**config.mk**
```make
export PLATFORM = sky130hd
export DESIGN_NAME = dmeg_top
export DESIGN_NICKNAME = d
export VERILOG_FILES = /design/src/hw/dmeg_pkg.sv /design/src/hw/dmeg_mbox_if.sv /design/src/hw/dmeg_mbox_slot.sv /design/src/hw/dmeg_top.sv
export VERILOG_INCLUDE_DIRS = /design/src /design/src/hw
export SDC_FILE = /design/constraint.sdc
export NUM_CORES = 1
export LEC_CHECK = 0
export BUFFER_PORTS_ARGS = -buffer_cell sky130_fd_sc_hd__buf_4
export CAP_MARGIN = 10
export CORE_MARGIN = 5
export CORE_UTILIZATION = 55
export DETAILED_ROUTE_END_ITERATION = 6
export PLACE_DENSITY = 0.81
export REMOVE_ABC_BUFFERS = 1
export SYNTH_ARGS = -nofsm -noshare
export SYNTH_HDL_FRONTEND = slang
export SYNTH_HIERARCHICAL = 1
export SYNTH_SLANG_ARGS = --single-unit
```
**constraint.sdc**
```tcl
create_clock -name mclk -period 7.75 [get_ports mclk]
set_input_delay 1.55 -clock mclk [delete_from_list [all_inputs] [get_ports mclk]]
set_output_delay 1.55 -clock mclk [all_outputs]
set_load 0.005 [all_outputs]
```
**src/hw/dmeg_params.svh**
```systemverilog
// constants for the debug mailbox and erase guard block
// assumes inclusion by bare name from the design files
`ifndef DMEG_PARAMS_SVH
`define DMEG_PARAMS_SVH

// ****************************************
// register offsets (byte addresses)
// ****************************************
`define DMEG_OFS_INBOUND_WORD 12'h400
`define DMEG_OFS_INBOUND_FLAG 12'h404
`define DMEG_OFS_OUTBOUND_WORD 12'h480
`define DMEG_OFS_OUTBOUND_FLAG 12'h484
`define DMEG_OFS_WIPE_LOCK 12'h500
`define DMEG_OFS_UNGUARD_KEY 12'h504
`define DMEG_OFS_IRQ_STATUS 12'h600
`define DMEG_OFS_IRQ_MASK 12'h604

// ****************************************
// widths, reset values and field positions
// ****************************************
`define DMEG_ADDR_W 12
`define DMEG_DATA_W 32
`define DMEG_WORD_RESET 32'h0000_0000
`define DMEG_KEY_ZERO 32'h0000_0000
`define DMEG_FLAG_RESET 1'b0
`define DMEG_FLAG_BIT 0
`define DMEG_IRQ_W 3
`define DMEG_IRQ_RESET 3'h0
`define DMEG_IRQ_INBOUND 0
`define DMEG_IRQ_OUTBOUND 1
`define DMEG_IRQ_WIPE 2

`endif

```
**src/hw/dmeg_pkg.sv**
```systemverilog
// types shared by the debug mailbox and erase guard files
// assumes dmeg_params.svh on the include path
package dmeg_pkg;
  `include "dmeg_params.svh"

  typedef logic [`DMEG_DATA_W-1:0] dmeg_word_t;
  typedef logic [`DMEG_ADDR_W-1:0] dmeg_addr_t;

  // erase guard progress
  typedef enum logic [1:0] {
    DMEG_GUARD_IDLE,
    DMEG_GUARD_LAUNCH,
    DMEG_GUARD_WAIT
  } dmeg_guard_e;
endpackage : dmeg_pkg

```
**src/hw/dmeg_mbox_if.sv**
```systemverilog
// carrier between the top and the mailbox slot modules
// assumes one clock domain, owned by the top
interface dmeg_mbox_if;
  dmeg_pkg::dmeg_word_t wr_data;
  logic wr;
  logic rd;
  dmeg_pkg::dmeg_word_t word;
  logic pending;
  logic fill_evt;

  modport slot (
    input wr_data,
    input wr,
    input rd,
    output word,
    output pending,
    output fill_evt
  );
  modport owner (
    output wr_data,
    output wr,
    output rd,
    input word,
    input pending,
    input fill_evt
  );
endinterface : dmeg_mbox_if

```
**src/hw/dmeg_mbox_slot.sv**
```systemverilog
// one-word mailbox with a pending flag
// assumes the writer and the reader are joined through dmeg_mbox_if
`include "dmeg_params.svh"

module dmeg_mbox_slot (
  input wire logic mclk,
  input wire logic rst,
  dmeg_mbox_if.slot mb
);

  // ****************************************
  // word storage
  // ****************************************
  // word held in a register so reads never see a half update
  always_ff @(posedge mclk or posedge rst) begin
    if (rst) begin
      mb.word <= `DMEG_WORD_RESET;
    end else if (mb.wr) begin
      mb.word <= mb.wr_data;
    end
  end

  // ****************************************
  // pending flag
  // ****************************************
  // a write beside a read keeps the flag set: new data must not vanish
  always_ff @(posedge mclk or posedge rst) begin
    if (rst) begin
      mb.pending <= `DMEG_FLAG_RESET;
    end else if (mb.wr) begin
      mb.pending <= 1'b1;
    end else if (mb.rd) begin
      mb.pending <= 1'b0;
    end
  end

  assign mb.fill_evt = mb.wr; // one pulse per deposit
endmodule : dmeg_mbox_slot

```
**src/hw/dmeg_top.sv**
```systemverilog
// cpu-side register block of the debug mailbox and erase guard
// assumes a single-cycle register port and a debugger port on mclk
// assumes the eraser raises wipe_busy in the cycle after a launch
//
// How it works
// - cpu reads inbound word, read-only
// - cpu inbound read clears inbound pending
// - inbound flag shows debugger word waiting
// - outbound word is cpu read-write
// - cpu outbound write sets outbound pending
// - outbound flag shows word not yet collected
// - lock makes key register read-only
// - lock clears only by reset
// - key write lifts guard and starts wipe
// - wipe only on equal non-zero keys
//
// Strobed register access is this design's own decision.
`include "dmeg_params.svh"

module dmeg_top (
  input wire logic mclk,
  input wire logic rst,
  input wire logic [`DMEG_ADDR_W-1:0] reg_addr,
  input wire logic [`DMEG_DATA_W-1:0] reg_wdata,
  input wire logic reg_wr,
  input wire logic reg_rd,
  output logic [`DMEG_DATA_W-1:0] reg_rdata,
  input wire logic [`DMEG_DATA_W-1:0] dbg_tx_word,
  input wire logic dbg_tx_wr,
  input wire logic dbg_rx_rd,
  output logic [`DMEG_DATA_W-1:0] dbg_rx_word,
  output logic dbg_rx_pending,
  output logic dbg_tx_pending,
  input wire logic [`DMEG_DATA_W-1:0] dbg_key,
  input wire logic dbg_key_wr,
  input wire logic wipe_busy,
  output logic full_wipe_start,
  output logic erase_guard_lifted,
  output logic irq
);

  // ****************************************
  // address decode
  // ****************************************
  // one-hot strobes of the cpu register map; full-width compares so
  // aliases in the upper address bits never hit
  logic hit_in_word;
  logic hit_in_flag;
  logic hit_out_word;
  logic hit_out_flag;
  logic hit_lock;
  logic hit_key;
  logic hit_status;
  logic hit_mask;

  // only the cpu-side map is decoded here; debugger registers have no
  // address on this port at all
  assign hit_in_word = (reg_addr == `DMEG_OFS_INBOUND_WORD);
  assign hit_in_flag = (reg_addr == `DMEG_OFS_INBOUND_FLAG);
  assign hit_out_word = (reg_addr == `DMEG_OFS_OUTBOUND_WORD);
  assign hit_out_flag = (reg_addr == `DMEG_OFS_OUTBOUND_FLAG);
  assign hit_lock = (reg_addr == `DMEG_OFS_WIPE_LOCK);
  assign hit_key = (reg_addr == `DMEG_OFS_UNGUARD_KEY);
  // interrupt status and mask sit above the mailbox and lock words
  assign hit_status = (reg_addr == `DMEG_OFS_IRQ_STATUS);
  assign hit_mask = (reg_addr == `DMEG_OFS_IRQ_MASK);

  // ****************************************
  // mailboxes
  // ****************************************
  dmeg_mbox_if inb ();
  dmeg_mbox_if outb ();

  // inbound: debugger fills, cpu drains; cpu writes are ignored
  assign inb.wr_data = dbg_tx_word;
  assign inb.wr = dbg_tx_wr;
  assign inb.rd = reg_rd && hit_in_word;
  // outbound: cpu fills, debugger drains
  assign outb.wr_data = reg_wdata;
  assign outb.wr = reg_wr && hit_out_word;
  assign outb.rd = dbg_rx_rd;

  // both slots are alike; only the wiring above names the direction
  dmeg_mbox_slot u_inbound (
    .mclk(mclk),
    .rst(rst),
    .mb(inb.slot)
  );

  dmeg_mbox_slot u_outbound (
    .mclk(mclk),
    .rst(rst),
    .mb(outb.slot)
  );

  // ****************************************
  // debugger port
  // ****************************************
  // word and both flags come straight from slot registers, so the
  // debugger never sees a combinational path from the cpu bus
  assign dbg_rx_word = outb.word;
  assign dbg_rx_pending = outb.pending;
  assign dbg_tx_pending = inb.pending;

  // ****************************************
  // erase guard lock and keys
  // ****************************************
  // lock and both key halves reset to zero, so a fresh device holds
  // no usable key until both sides write one
  logic lock_r;
  dmeg_pkg::dmeg_word_t cpu_key_r;
  dmeg_pkg::dmeg_word_t dbg_key_r;

  // write-one-to-set; nothing but reset brings it back to zero
  always_ff @(posedge mclk or posedge rst) begin
    if (rst) begin
      lock_r <= `DMEG_FLAG_RESET;
    end else if (reg_wr && hit_lock && reg_wdata[`DMEG_FLAG_BIT]) begin
      lock_r <= 1'b1;
    end
  end

  // ****************************************
  // key registers
  // ****************************************
  // cpu key is frozen once locked; a refused write leaves no trace, the
  // cpu only notices it by reading the key back
  always_ff @(posedge mclk or posedge rst) begin
    if (rst) begin
      cpu_key_r <= `DMEG_KEY_ZERO;
    end else if (reg_wr && hit_key && !lock_r) begin
      cpu_key_r <= reg_wdata;
    end
  end

  // debugger key is written over its own port only
  always_ff @(posedge mclk or posedge rst) begin
    if (rst) begin
      dbg_key_r <= `DMEG_KEY_ZERO;
    end else if (dbg_key_wr) begin
      dbg_key_r <= dbg_key;
    end
  end

  // ****************************************
  // key check
  // ****************************************
  logic keys_match;
  logic key_evt;
  logic key_evt_r;
  // zero keys never match, so a reset device cannot wipe itself
  assign keys_match = (cpu_key_r != `DMEG_KEY_ZERO)
                   && (cpu_key_r == dbg_key_r);
  // an accepted key write from either side re-arms a check one cycle later
  assign key_evt = (reg_wr && hit_key && !lock_r) || dbg_key_wr;

  always_ff @(posedge mclk or posedge rst) begin
    if (rst) begin
      key_evt_r <= `DMEG_FLAG_RESET;
    end else begin
      key_evt_r <= key_evt;
    end
  end

  // ****************************************
  // erase launch sequencer
  // ****************************************
  dmeg_pkg::dmeg_guard_e guard_r;
  dmeg_pkg::dmeg_guard_e guard_nxt;

  // launch pulses once, then waits for the eraser to go idle
  always_comb begin
    guard_nxt = guard_r;
    unique case (guard_r)
      dmeg_pkg::DMEG_GUARD_IDLE: begin
        // a standing match alone never relaunches; a key write must come
        if (key_evt_r && keys_match) begin
          guard_nxt = dmeg_pkg::DMEG_GUARD_LAUNCH;
        end
      end
      dmeg_pkg::DMEG_GUARD_LAUNCH: begin
        // one cycle only, so the eraser sees a single pulse
        guard_nxt = dmeg_pkg::DMEG_GUARD_WAIT;
      end
      dmeg_pkg::DMEG_GUARD_WAIT: begin
        // an eraser that raises busy late lets this exit early
        if (!wipe_busy) begin
          guard_nxt = dmeg_pkg::DMEG_GUARD_IDLE;
        end
      end
      default: begin
        guard_nxt = dmeg_pkg::DMEG_GUARD_IDLE;
      end
    endcase
  end

  always_ff @(posedge mclk or posedge rst) begin
    if (rst) begin
      guard_r <= dmeg_pkg::DMEG_GUARD_IDLE;
    end else begin
      guard_r <= guard_nxt;
    end
  end

  assign full_wipe_start = (guard_r == dmeg_pkg::DMEG_GUARD_LAUNCH);

  // protection stays lifted until reset once a launch has happened
  always_ff @(posedge mclk or posedge rst) begin
    if (rst) begin
      erase_guard_lifted <= `DMEG_FLAG_RESET;
    end else if (guard_r == dmeg_pkg::DMEG_GUARD_LAUNCH) begin
      erase_guard_lifted <= 1'b1;
    end
  end

  // ****************************************
  // interrupts
  // ****************************************
  logic [`DMEG_IRQ_W-1:0] irq_evt;
  logic [`DMEG_IRQ_W-1:0] irq_status_r;
  logic [`DMEG_IRQ_W-1:0] irq_mask_r;
  logic [`DMEG_IRQ_W-1:0] irq_clr;

  // event pulses: debugger deposit, debugger pickup of a pending word,
  // and the launch pulse itself
  assign irq_evt[`DMEG_IRQ_INBOUND] = inb.fill_evt;
  assign irq_evt[`DMEG_IRQ_OUTBOUND] = outb.rd && outb.pending;
  assign irq_evt[`DMEG_IRQ_WIPE] = full_wipe_start;
  // write-one-to-clear: only the ones of the written word clear bits
  assign irq_clr = (reg_wr && hit_status) ? reg_wdata[`DMEG_IRQ_W-1:0]
                                          : `DMEG_IRQ_RESET;

  // set wins over a same-cycle clear so no event is lost
  always_ff @(posedge mclk or posedge rst) begin
    if (rst) begin
      irq_status_r <= `DMEG_IRQ_RESET;
    end else begin
      irq_status_r <= (irq_status_r & ~irq_clr) | irq_evt;
    end
  end

  // ****************************************
  // interrupt mask
  // ****************************************
  // plain read-write; reset masks all, so irq starts low
  always_ff @(posedge mclk or posedge rst) begin
    if (rst) begin
      irq_mask_r <= `DMEG_IRQ_RESET;
    end else if (reg_wr && hit_mask) begin
      irq_mask_r <= reg_wdata[`DMEG_IRQ_W-1:0];
    end
  end

  // level straight from two registers, no glitch path from the bus
  assign irq = |(irq_status_r & irq_mask_r);

  // ****************************************
  // read data
  // ****************************************
  dmeg_pkg::dmeg_word_t rdata_nxt;

  // hits are one-hot, so the order of the ifs never matters; unmapped
  // addresses and unused upper bits of the flag words read zero
  always_comb begin
    rdata_nxt = `DMEG_WORD_RESET;
    if (hit_in_word) begin
      rdata_nxt = inb.word;
    end
    if (hit_in_flag) begin
      rdata_nxt[`DMEG_FLAG_BIT] = inb.pending;
    end
    if (hit_out_word) begin
      rdata_nxt = outb.word;
    end
    if (hit_out_flag) begin
      rdata_nxt[`DMEG_FLAG_BIT] = outb.pending;
    end
    if (hit_lock) begin
      rdata_nxt[`DMEG_FLAG_BIT] = lock_r;
    end
    if (hit_key) begin
      rdata_nxt = cpu_key_r;
    end
    if (hit_status) begin
      rdata_nxt[`DMEG_IRQ_W-1:0] = irq_status_r;
    end
    if (hit_mask) begin
      rdata_nxt[`DMEG_IRQ_W-1:0] = irq_mask_r;
    end
  end

  // data stands in the cycle after the strobe and holds until the next
  // read; reads never wait, so the cpu bus needs no ready signal
  always_ff @(posedge mclk or posedge rst) begin
    if (rst) begin
      reg_rdata <= `DMEG_WORD_RESET;
    end else if (reg_rd) begin
      reg_rdata <= rdata_nxt;
    end
  end
endmodule : dmeg_top

```
* Word level (Yosys, flattened, before mapping)
Index checks and enable logic that the tools add are counted.
Cells by class: multipliers 0, mux-type cells 16, reduce and logical (&&, ||, !) cells 19, add/subtract/negate cells 0, bitwise operators 4, order comparisons 0, equal/unequal tests 13, divide/modulo/power cells 0, shifts and indexed selects 0
Operators by type and width (count):
- equality test 12 x 11 -> 1 bit, second input constant | 8
- 2-to-1 mux 32 bit | 3
- equality test 32 bit | 1
- nonzero test 32 bit | 1
- logical AND 1 bit | 11
- 2-to-1 mux 3 bit | 3
- 2-to-1 mux 1 bit | 7
- AND 3 bit | 2
- one-hot mux 2 bit (3 select lines) | 1
- 2-to-1 mux 2 bit | 2
- != test 2 bit, second input constant | 2
- nonzero test 2 bit | 2
- NOT 3 bit | 1
- OR 3 bit | 1
- OR reduction 3 bit | 1
- equality test 2 x 1 -> 1 bit, second input constant | 1
- equality test 2 bit, second input constant | 1
- zero test 2 bit | 1
- AND reduction 2 bit | 1
- zero test 1 bit | 1
- logical OR 1 bit | 1
Word-level totals: bits in read-only memories 0, output and inout bits 69, bits in registers 173, bits in latches 0, memories kept 0, bits in writable memories 0

* Depth between registers and ports, before layout
word-level depth 9, gate-level depth with buffers 8, mapped depth without buffers 6

* Modules after synthesis
The synthesis kept the hierarchy.
Modules (own cells, without submodules):
- dmeg_top | cells each 438, area each 5263.8 µm², seq. area each 2677.6 µm², instances 1
- dmeg_mbox_slot | cells each 73, area each 1388.8 µm², seq. area each 825.8 µm², instances 2

* Least setup slack after synthesis
No wires, ideal clock.
path type input port to flip-flop, start point in reg_addr[1], end point reg u_outbound.mb.word[0], library setup time 125 ps, path slack 4119 ps, arrival time 3506 ps, stages 8, cells stage by stage or3_4 or3_1 nor3_2 buf_2 and3_1 buf_6 buf_12 mux2_4
On the way: cells in the longest elaborated chain, start to end 2
Ends and longest elaborated chain:
- start: declaration | line dmeg_top.sv:23 | input wire logic [`DMEG_ADDR_W-1:0] reg_addr,
- equality test 12 x 11 -> 1 bit (no source line)
- logical AND 1 bit | line dmeg_top.sv:80 | assign outb.wr = reg_wr && hit_out_word;
- net outb.wr | line dmeg_mbox_if.sv:5 | logic wr;
- end signal: assignment | line dmeg_mbox_slot.sv:17 | mb.word <= `DMEG_WORD_RESET;
- end signal: assignment | line dmeg_mbox_slot.sv:19 | mb.word <= mb.wr_data;
- end: declaration | line dmeg_mbox_if.sv:15 | output word,
The timed path passes the listed nets, and every way through them passes these cells. A chain may end at the register's enable or synchronous reset.

* Worst setup path after layout
start point in reg_addr[1], end point reg u_outbound.mb.word[9]
The elaborated chain is that of the path after synthesis.

==> reports/metrics.csv <==
metric,value,unit
vias,5584,
die_y,131,um
grt_usage,25.8,%
totalWireLength,21.5,mm
die_x,131,um
fin_tns_setup,0,ns
wl_per_cell,22.6,um
grtUsageMet2,41.1,%
fin_crit_sh,55.1,%
grt_first_pass_wirelength,33.2,mm
pwr-share-comb,10.7,%
crit_chain,buf_4 -> or3_4 -> or3_1 -> nor3_4 -> buf_4 -> and3_2 -> mux2_2,
intPower,1590,uW
p_seq_share,47.4,%
numCtsBuffers,17,
p_sw_share,22.9,%
dpl.hpwl,14.6,mm
cts_resized,0,
cp.arrival,4.57,ns
clock_latency,0.43,ns
hold_path.class,flip-flop to flip-flop,
cp-start-kind,input port,
grt_max_degree,55,
crit_fanout,33,
grtUsageMet3,5.61,%
antenna_left,0,
cp.required,8.05,ns
outcome,completed,
rsz0062_at_grt,no,
post-cts-setup-buffers,0,
initial_core_util,55.7,%
power,2060,uW
setup_viol,0,
antenna_found_initial,0,
post-route-min-period,4.27,ns
leakage,0.00491,uW
grt_busiest_layer,met2,
grt_overflow,0,
end_kind,flip-flop,
cts_buffer_depth,2,
final_cell_area,10000,um2
drc_errors,0,
switchingPower,474,uW
final_layout_size_suffix_gt1_share,47.0,%
ioPinCount,185,
clock.fmax,234,MHz
clkPwrFrac,41.8,%
power_density,206,nW/um2
crit_path_max_incr_delay,1.08,ns
tightest_slew,1.20,ns
num_rows,44,
hold_viol_final,0,
max_slew_margin,19.8,%
drv_slew,0,
antenna_cells,0,
cts_sinks,173,
final_nets,872,
routed_via_density,5.87,
cts_tree,built,
syn-instance-count,583,
portBuffers,184,
synth_warnings,6,
clk_pin_slew,0.06,ns
core,14400,um2
cts_root_buffer,clkbuf_16,
area.growth.synth_to_final,24.8,%
fin_skew,0.0103,ns
dr.first_iter.drc_count,348,
vdd_drop_max,0.151,mV
global_route.usage.met1,34.4,%
drt-pass1-iter-count,6,
cap_violations,0,
cpMostUsedCell,buf_4,
die-area,17100,um2
worst-setup-path-type,input port to flip-flop,
path_buf_inv,2,
grt_pass1_vias,6134,
cp_slowest_cell,and3_2,
gp_congestion,0.847,
synth_area,8030,um2
postCtsHoldBufs,0,
synth.avg_cell_area,13.8,um2
h-tree-depth,4,
placed_area,9410,um2
crit_family,simple AND/OR/NAND/NOR gates,
power groups by stage:
| stage | clock network (uW) | logic [uW] | registers, uW |
|---|---|---|---|
| after detailed placement | 0 | 220 | 995 |
| final | 863 | 222 | 979 |
| after global routing | 909 | 241 | 984 |
| after CTS | 875 | 222 | 979 |
| after global placement | 0 | 213 | 992 |
| after floorplan | 0 | 110 | 987 |
stage by stage:
step	hold WS, ns	setup slack [ns]	utilization [%]	std cells
4_1_cts	0.473	3.54	69.3	951
2_1_floorplan	0.451	2.56	-	547
3_3_place_gp	0.456	3.18	65.2	920
3_5_place_dp	0.456	3.10	65.2	920
6_report	0.472	3.48	69.5	952
5_1_grt	0.485	3.45	69.5	952
cell usage in the layout (no fill, tap or decap), drive strengths merged, types with 2 or more instances in the layout:
cell	count
bufinv	3
dfrtp	173
or3	2
nor2b	2
xor2	5
nor2	60
nand3	4
nand2b	6
a21oi	4
or4	2
xnor2	27
and3	2
nor3	5
nand4	9
nor4	13
buf	190
clkbuf	21
o21ai	4
inv	8
a21o	5
nand2	5
a221oi	30
clkinv	7
mux2	161
routing by layer:
| metal | vias to the layer above | wire [um] | share of wire, % |
|---|---|---|---|
| met5 | - | 0 | 0 |
| li1 | 2454 | - | - |
| met3 | 50 | 1860 | 8.6 |
| met2 | 271 | 10300 | 48 |
| met4 | 0 | 599 | 2.8 |
| met1 | 2809 | 8710 | 41 |
path summary, 6_finish.rpt:
kind	from	to	slack, ns	cells after the start
setup / recovery	reg_addr[1]	u_outbound/mb.word[9]	3.48	7
hold / removal	erase_guard_lifted	erase_guard_lifted	0.47	1
setup reg to reg	cpu_key_r[18]	guard_r[0]	5.75	5
hold reg to reg	erase_guard_lifted	erase_guard_lifted	0.47	1
max in group asynchronous	rst	dbg_key_r[0]	5.30	3
min in group asynchronous	rst	u_outbound/mb.word[0]	1.17	2
layout make-up:
cell class / count / area, um2
Fill cell: 1019 / 4400
Sequential cell: 173 / 4330
Multi-Input combinational cell: 365 / 3390
Timing Repair Buffer: 190 / 1450
Clock buffer: 21 / 450
Tap cell: 184 / 230
Clock inverter: 10 / 139
Inverter: 9 / 36.3
flip-flops by register name (all words and copies together), names as in the netlist:
name                   count
guard_r                    2
irq_mask_r                 3
irq_status_r               3
u_inbound/mb.word         32
lock_r                     1
erase_guard_lifted         1
reg_rdata                 32
u_outbound/mb.word        32
u_inbound/mb.pending       1
u_outbound/mb.pending      1
key_evt_r                  1
dbg_key_r                 32
cpu_key_r                 32
Power figures use the tool's default switching activity.
